`src/cle_pkg.sv`:
```
package cle_pkg;

  // Processor bus geometry
  localparam int CLE_AW = 12;
  localparam int CLE_DW = 8;
  localparam int CLE_CW = 16;

  // Register map
  localparam logic [CLE_AW-1:0] CLE_ADDR_PRESET_HI = 12'h084;
  localparam logic [CLE_AW-1:0] CLE_ADDR_PRESET_LO = 12'h085;
  localparam logic [CLE_AW-1:0] CLE_ADDR_COUNT_HI = 12'h086;
  localparam logic [CLE_AW-1:0] CLE_ADDR_COUNT_LO = 12'h087;
  localparam logic [CLE_AW-1:0] CLE_ADDR_RELOAD_CMD = 12'h088;
  localparam logic [CLE_AW-1:0] CLE_ADDR_CLR_RISE = 12'h089;
  localparam logic [CLE_AW-1:0] CLE_ADDR_CLR_FALL = 12'h08A;
  localparam logic [CLE_AW-1:0] CLE_ADDR_CTRL = 12'h08B;

  // Control register fields
  localparam int CLE_BIT_OVF_FLAG = 7;
  localparam int CLE_BIT_RISE_FLAG = 6;
  localparam int CLE_BIT_FALL_FLAG = 5;
  localparam int CLE_BIT_OVF_EN = 4;
  localparam int CLE_BIT_RISE_EN = 3;
  localparam int CLE_BIT_FALL_EN = 2;
  localparam int CLE_BIT_MODE_HI = 1;
  localparam int CLE_BIT_MODE_LO = 0;
  localparam int CLE_CTRL_WR_TOP = 4;
  localparam logic [CLE_DW-1:0] CLE_CTRL_RESET = 8'h00;

  // Counter modes, upper select bit first
  localparam logic [1:0] CLE_MODE_INTERVAL = 2'h0;
  localparam logic [1:0] CLE_MODE_PULSE = 2'h1;
  localparam logic [1:0] CLE_MODE_EVENT = 2'h2;
  localparam logic [1:0] CLE_MODE_WIDTH = 2'h3;

  // Synchroniser lanes
  localparam int CLE_SYNC_N = 3;
  localparam int CLE_LANE_RISE = 0;
  localparam int CLE_LANE_FALL = 1;
  localparam int CLE_LANE_IO = 2;
  localparam logic [CLE_SYNC_N-1:0] CLE_SYNC_RESET = 3'h7;

  localparam logic [CLE_CW-1:0] CLE_COUNT_ZERO = 16'h0000;
  localparam logic [CLE_CW-1:0] CLE_COUNT_ONE = 16'h0001;
  localparam logic [CLE_DW-1:0] CLE_READ_ZERO = 8'h00;

endpackage : cle_pkg

```
`src/cle_counter_latch.sv`:
```
`timescale 1ns/1ps
module cle_counter_latch (
  input wire logic clk,
  input wire logic rstn,
  input wire logic [cle_pkg::CLE_AW-1:0] cpu_addr,
  input wire logic cpu_wr,
  input wire logic cpu_rd,
  input wire logic [cle_pkg::CLE_DW-1:0] cpu_wdata,
  output logic [cle_pkg::CLE_DW-1:0] cpu_rdata,
  input wire logic rising_edge_input,
  input wire logic falling_edge_input,
  input wire logic counter_io_line_in,
  output logic counter_io_line_out,
  output logic counter_io_line_oe,
  output logic irq_req
);
  import cle_pkg::*;

  logic [CLE_SYNC_N-1:0] sync_meta;
  logic [CLE_SYNC_N-1:0] sync_line;
  logic [CLE_SYNC_N-1:0] sync_prev;
  logic [CLE_DW-1:0] ctrl;
  logic [CLE_DW-1:0] preset_high_byte;
  logic [CLE_DW-1:0] preset_low_byte;
  logic [CLE_CW-1:0] count;

  wire [CLE_SYNC_N-1:0] raw_in = {counter_io_line_in, falling_edge_input,
                                  rising_edge_input};

  // Synchronise the three pins, keep one older sample for edges
  always_ff @(posedge clk or negedge rstn) begin
    if (!rstn) begin
      sync_meta <= CLE_SYNC_RESET;
      sync_line <= CLE_SYNC_RESET;
      sync_prev <= CLE_SYNC_RESET;
    end else begin
      sync_meta <= raw_in;
      sync_line <= sync_meta;
      sync_prev <= sync_line;
    end
  end

  // Edges need a high and a low sample, so two clocks at least
  wire rise_seen = sync_line[CLE_LANE_RISE] &&
                   !sync_prev[CLE_LANE_RISE];
  wire fall_seen = !sync_line[CLE_LANE_FALL] &&
                   sync_prev[CLE_LANE_FALL];
  wire io_level = sync_line[CLE_LANE_IO];
  wire io_rise = io_level && !sync_prev[CLE_LANE_IO];

  // Address decode
  wire wr_preset_hi = cpu_wr && (cpu_addr == CLE_ADDR_PRESET_HI);
  wire wr_preset_lo = cpu_wr && (cpu_addr == CLE_ADDR_PRESET_LO);
  wire wr_reload = cpu_wr && (cpu_addr == CLE_ADDR_RELOAD_CMD);
  wire wr_clr_rise = cpu_wr && (cpu_addr == CLE_ADDR_CLR_RISE);
  wire wr_clr_fall = cpu_wr && (cpu_addr == CLE_ADDR_CLR_FALL);
  wire wr_ctrl = cpu_wr && (cpu_addr == CLE_ADDR_CTRL);
  wire rd_count_hi = cpu_rd && (cpu_addr == CLE_ADDR_COUNT_HI);
  wire rd_count_lo = cpu_rd && (cpu_addr == CLE_ADDR_COUNT_LO);
  wire rd_ctrl = cpu_rd && (cpu_addr == CLE_ADDR_CTRL);

  // Mode and count qualification
  wire [1:0] mode = ctrl[CLE_BIT_MODE_HI:CLE_BIT_MODE_LO];
  wire mode_interval = (mode == CLE_MODE_INTERVAL);
  wire mode_pulse = (mode == CLE_MODE_PULSE);
  wire mode_event = (mode == CLE_MODE_EVENT);
  wire mode_width = (mode == CLE_MODE_WIDTH);

  wire cnt_tick = mode_interval || mode_pulse ||
                  (mode_event && io_rise) ||
                  (mode_width && !io_level);
  wire cnt_zero = (count == CLE_COUNT_ZERO);
  // A preset in the same cycle overrides the overflow
  wire ovf_evt = cnt_tick && cnt_zero && !wr_reload;

  wire [CLE_CW-1:0] preset_word = {cpu_wdata, preset_low_byte};
  wire [CLE_CW-1:0] latch_word = {preset_high_byte, preset_low_byte};
  wire [CLE_CW-1:0] next_count =
    wr_reload ? preset_word :
    ovf_evt ? latch_word :
    cnt_tick ? count - CLE_COUNT_ONE :
    count;

  // Latch and counter have no reset on purpose
  always_ff @(posedge clk) begin
    if (wr_preset_hi || wr_reload) begin
      preset_high_byte <= cpu_wdata;
    end
    if (wr_preset_lo) begin
      preset_low_byte <= cpu_wdata;
    end
  end

  always_ff @(posedge clk) begin
    count <= next_count;
  end

  // Status flags: the setting event wins over the clearing access
  wire next_ovf_flag = ovf_evt || (ctrl[CLE_BIT_OVF_FLAG] &&
                       !(rd_count_lo || wr_reload));
  wire next_rise_flag = rise_seen ||
                        (ctrl[CLE_BIT_RISE_FLAG] && !wr_clr_rise);
  wire next_fall_flag = fall_seen ||
                        (ctrl[CLE_BIT_FALL_FLAG] && !wr_clr_fall);
  wire [CLE_CTRL_WR_TOP:0] next_ctrl_bits =
    wr_ctrl ? cpu_wdata[CLE_CTRL_WR_TOP:0] : ctrl[CLE_CTRL_WR_TOP:0];
  wire [CLE_DW-1:0] next_ctrl = {next_ovf_flag, next_rise_flag,
                                 next_fall_flag, next_ctrl_bits};

  always_ff @(posedge clk or negedge rstn) begin
    if (!rstn) begin
      ctrl <= CLE_CTRL_RESET;
    end else begin
      ctrl <= next_ctrl;
    end
  end

  // Counter line: driven in the two clock modes only
  wire next_io_oe = mode_interval || mode_pulse;
  wire next_io_out = mode_pulse ?
    (counter_io_line_out ^ (ovf_evt || wr_reload)) :
    1'b1;

  wire next_irq = (ctrl[CLE_BIT_OVF_FLAG] && ctrl[CLE_BIT_OVF_EN]) ||
                  (ctrl[CLE_BIT_RISE_FLAG] && ctrl[CLE_BIT_RISE_EN]) ||
                  (ctrl[CLE_BIT_FALL_FLAG] && ctrl[CLE_BIT_FALL_EN]);

  // Read mux; unmapped and write-only addresses read zero
  wire [CLE_DW-1:0] rd_mux =
    rd_count_hi ? count[CLE_CW-1:CLE_DW] :
    rd_count_lo ? count[CLE_DW-1:0] :
    rd_ctrl ? ctrl :
    CLE_READ_ZERO;

  always_ff @(posedge clk or negedge rstn) begin
    if (!rstn) begin
      counter_io_line_out <= 1'b1;
      counter_io_line_oe <= 1'b1;
      irq_req <= 1'b0;
      cpu_rdata <= CLE_READ_ZERO;
    end else begin
      counter_io_line_out <= next_io_out;
      counter_io_line_oe <= next_io_oe;
      irq_req <= next_irq;
      if (cpu_rd) begin
        cpu_rdata <= rd_mux;
      end
    end
  end
endmodule : cle_counter_latch

```
`config.mk`:
```
export PLATFORM = sky130hd
export DESIGN_NAME = cle_counter_latch
export DESIGN_NICKNAME = d
export VERILOG_FILES = /design/src/cle_pkg.sv /design/src/cle_counter_latch.sv
export SDC_FILE = /design/constraint.sdc
export NUM_CORES = 1
export LEC_CHECK = 0
export ABC_AREA = 1
export BUFFER_PORTS_ARGS = -buffer_cell sky130_fd_sc_hd__buf_2
export CORE_AREA = 10 10 91 93
export CTS_CLUSTER_DIAMETER = 80
export DETAILED_ROUTE_END_ITERATION = 10
export DIE_AREA = 0 0 101 103
export PLACE_DENSITY = 0.67
export RECOVER_POWER = 100
export SETUP_SLACK_MARGIN = 0.5
export SYNTH_ARGS = -nofsm -noshare
export SYNTH_HDL_FRONTEND = slang
export SYNTH_SLANG_ARGS = --single-unit
```
`constraint.sdc`:
```
create_clock -name clk -period 1.7 [get_ports clk]
set_input_delay 0.34 -clock clk [delete_from_list [all_inputs] [get_ports clk]]
set_output_delay 0.34 -clock clk [all_outputs]
set_load 0.01 [all_outputs]
```
==> impl_metrics.py <==
metrics = {
    "hold_path": {
        "whs_path_depth": 1,
        "min_path_type": "input port to register",
        "hold_start": "rising_edge_input",
        "min_to": "sync_meta[0]$_DFF_PN1_",
    },
    "synth": {
        "syn_avg_cell_area_um2": 9.25,
        "synth.distinct_cells": 31,
        "yosysTopAreaCellShare": 0.315,
        "synth_ff_type": "edfxtp_1",
        "yosysMostFrequentCell": "nand2_1",
        "syn_nets": 358,
        "synthArstFlopShare": 0.467,
        "synth_commonest_cells": "nand2_1, edfxtp_1, inv_1, nor2_1, nand4_1",
        "ys_warn_count": 0,
        "synth-seq-area-share": 0.549,
        "ys_top_cells_by_area": "edfxtp_1, dfrtp_1, nand2_1",
        "syn_area_um2": 3050,
        "ys_seq_elements": 60,
        "yosysTopAreaCell": "edfxtp_1",
        "synthCells": 330,
        "synth_edf_count": 32,
    },
    "global_routing": {
        "grtUsageTotal": 0.157,
        "grt_pass1_vias": 2580,
        "gr-total-overflow": 0,
        "antenna_found_initial": 0,
        "grt_pass1_wl_um": 12500,
        "grt_start_max_net_pins": 29,
    },
    "critical_path": {
        "worst-r2r-cell-count": 8,
        "cp-start-kind": "register",
        "r2r_start": "sync_line[2]$_DFF_PN1_",
        "arrival_ps": 1700,
        "critPathMaxFanout": 5,
        "cp.required_ps": 1790,
        "rrSetupSlack_ps": 90,
        "r2r_end": "count[5]$_DFFE_PP_",
        "worstSetupPathType": "register to register",
        "crit_path_end_kind": "register",
    },
    "placed_design": {
        "io_buffer_count": 37,
        "place_congestion": 0.873,
        "dp_hpwl_um": 5940,
        "dpl.cell_count": 470,
        "pre_cts_slack_ps": 13.9,
    },
    "sta": {
        "max_slew_margin": 0.0561,
        "fmax_mhz": 621,
        "rsz0062_at_grt": "yes",
        "skew_ps": 6.75,
        "worst_pin_slew_ps": 1420,
        "fin_crit_sh": 0.947,
        "period_minus_slack_ps": 1610,
        "finalSetupViolCount": 0,
        "maxSlewViolCount": 0,
        "setup_slack_ps": 89.3,
        "setup_tns_ps": 0,
        "final-hold-violation-count": 0,
    },
    "cts": {
        "cts_max_level": 3,
        "cts_root_buf": "clkbuf_8",
        "clk_path_buf_depth": 2,
        "clock_latency_ps": 330,
        "cts.sinks": 60,
        "cts_tree": "yes",
        "cts_buffers": 9,
        "cts_hold_buf": 0,
        "clk_pin_slew_ps": 70,
    },
    "outcome": {
        "status": "finished, final reports clean",
    },
    "cells_and_area": {
        "n_antenna_cell": 0,
        "final_cells": 516,
        "finalNetCount": 459,
        "drive_gt1_frac": 0.404,
        "area_growth_pct": 36.9,
    },
    "detailed_routing": {
        "post_drt_wl_per_cell_um": 16.1,
        "vias_per_cell": 5.18,
        "drt_iter0_drc": 224,
        "via_count": 2673,
        "drt_first_pass_iters": 5,
        "ant_nets": 0,
        "drc_errors": 0,
        "wirelength_um": 8300,
    },
    "floorplan": {
        "chipWidth_um": 101,
        "core_um2": 6570,
        "die_height_um": 103,
        "ioPinCount": 38,
        "die_area_um2": 10400,
        "initial_utilization": 0.465,
        "rows": 30,
    },
    "pwr": {
        "powerDensity_nw_per_um2": 1220,
        "p_leak_uw": 0.00187,
        "vdd_drop_max_uv": 606,
    },
    "flow_run": {
        "drv_cap": 0,
    },
}
where the power goes:
group / internal, uW / switching (uW)
Combinational: 775 / 984
Sequential: 1810 / 195
Clock: 786 / 551
per-stage QoR:
stage | utilization | hold slack [ps] | area, um^2 | total power [uW]
after floorplan | - | 44.4 | 3120 | 2800
after global placement | 0.546 | 346 | 3590 | 3470
after detailed placement | 0.546 | 348 | 3590 | 3490
after CTS | 0.611 | 19.8 | 4020 | 4930
after global routing | 0.636 | 81.5 | 4180 | 5350
final | 0.636 | 102 | 4180 | 5100
kinds of logic (layout without fill, tap and decap cells):
kind of cell	Yosys count	count (layout)	share of synthesized area
xor gates and xnor gates	5	5	0.0143
adders and majority gates	1	1	0.00410
DFF	60	60	0.549
AOI/OAI and AO/OA	17	17	0.0340
buffers and inverters	38	142	0.0557
and+or+nand+nor	209	211	0.343
layer usage:
metal / GRT usage / wire (um) / vias to the layer above
li1: - / - / 1304
met1: 0.192 / 3580 / 1256
met2: 0.248 / 3970 / 94
met3: 0.0375 / 500 / 19
met4: 0.0900 / 250 / 0
met5: 0 / 0 / -
state kept, by name, summed over array words and instances (netlist names), 3 cells and up:
signal	count
sync_prev	3
cpu_rdata	8
ctrl	8
sync_meta	3
preset_low_byte	8
sync_line	3
preset_high_byte	8
count	16
critical path, stage by stage, from the launching register on:
cell	delay [ps]
dfstp_1	570
inv_2	50
a21oi_2	150
nand2_2	100
nand3_4	140
nand2_8	90
buf_6	150
nand2_1	70
o21ai_2	50
cell usage in the layout, fill, tap and decap left out, types with 11 or more instances in the layout:
cell type  count
clkbuf_8      11
edfxtp_1      32
dfrtp_1       16
buf_4         43
nor2_1        13
nand2_1       81
buf_2         16
nand4_1       26
inv_1         25
clkbuf_1      23
nor2_2        15
nor2_4        11
nand3_1       19
nand2_2       24
timing repair:
action                                  CTS  global route
pin swaps                                 5            15
endpoints found under the setup margin   60            71
gates cloned                              1             2
buffers inserted                         15            12
resized for setup                        21            47
how the worst max path moves through the flow:
stage,cells after the start,endpoint,slack [ps],start
floorplan,8,count[0]$_DFFE_PP_,200,count[0]$_DFFE_PP_
global placement,6,preset_high_byte[0]$_DFFE_PP_,40,cpu_addr[5]
detailed placement,6,preset_high_byte[0]$_DFFE_PP_,10,cpu_addr[5]
CTS,10,count[10]$_DFFE_PP_,130,count[1]$_DFFE_PP_
global route,8,count[10]$_DFFE_PP_,10,count[6]$_DFFE_PP_
finish,8,count[5]$_DFFE_PP_,90,sync_line[2]$_DFF_PN1_
final cells by class:
cell class / instances / area (um^2)
clock buffer: 14 / 205
clock inverter: 2 / 11.3
fill: 553 / 2390
inverter: 33 / 131
multi-input combinational: 234 / 1410
sequential: 60 / 1680
tap: 80 / 100
timing repair buffer: 93 / 642
Power figures use the tool's default switching activity.
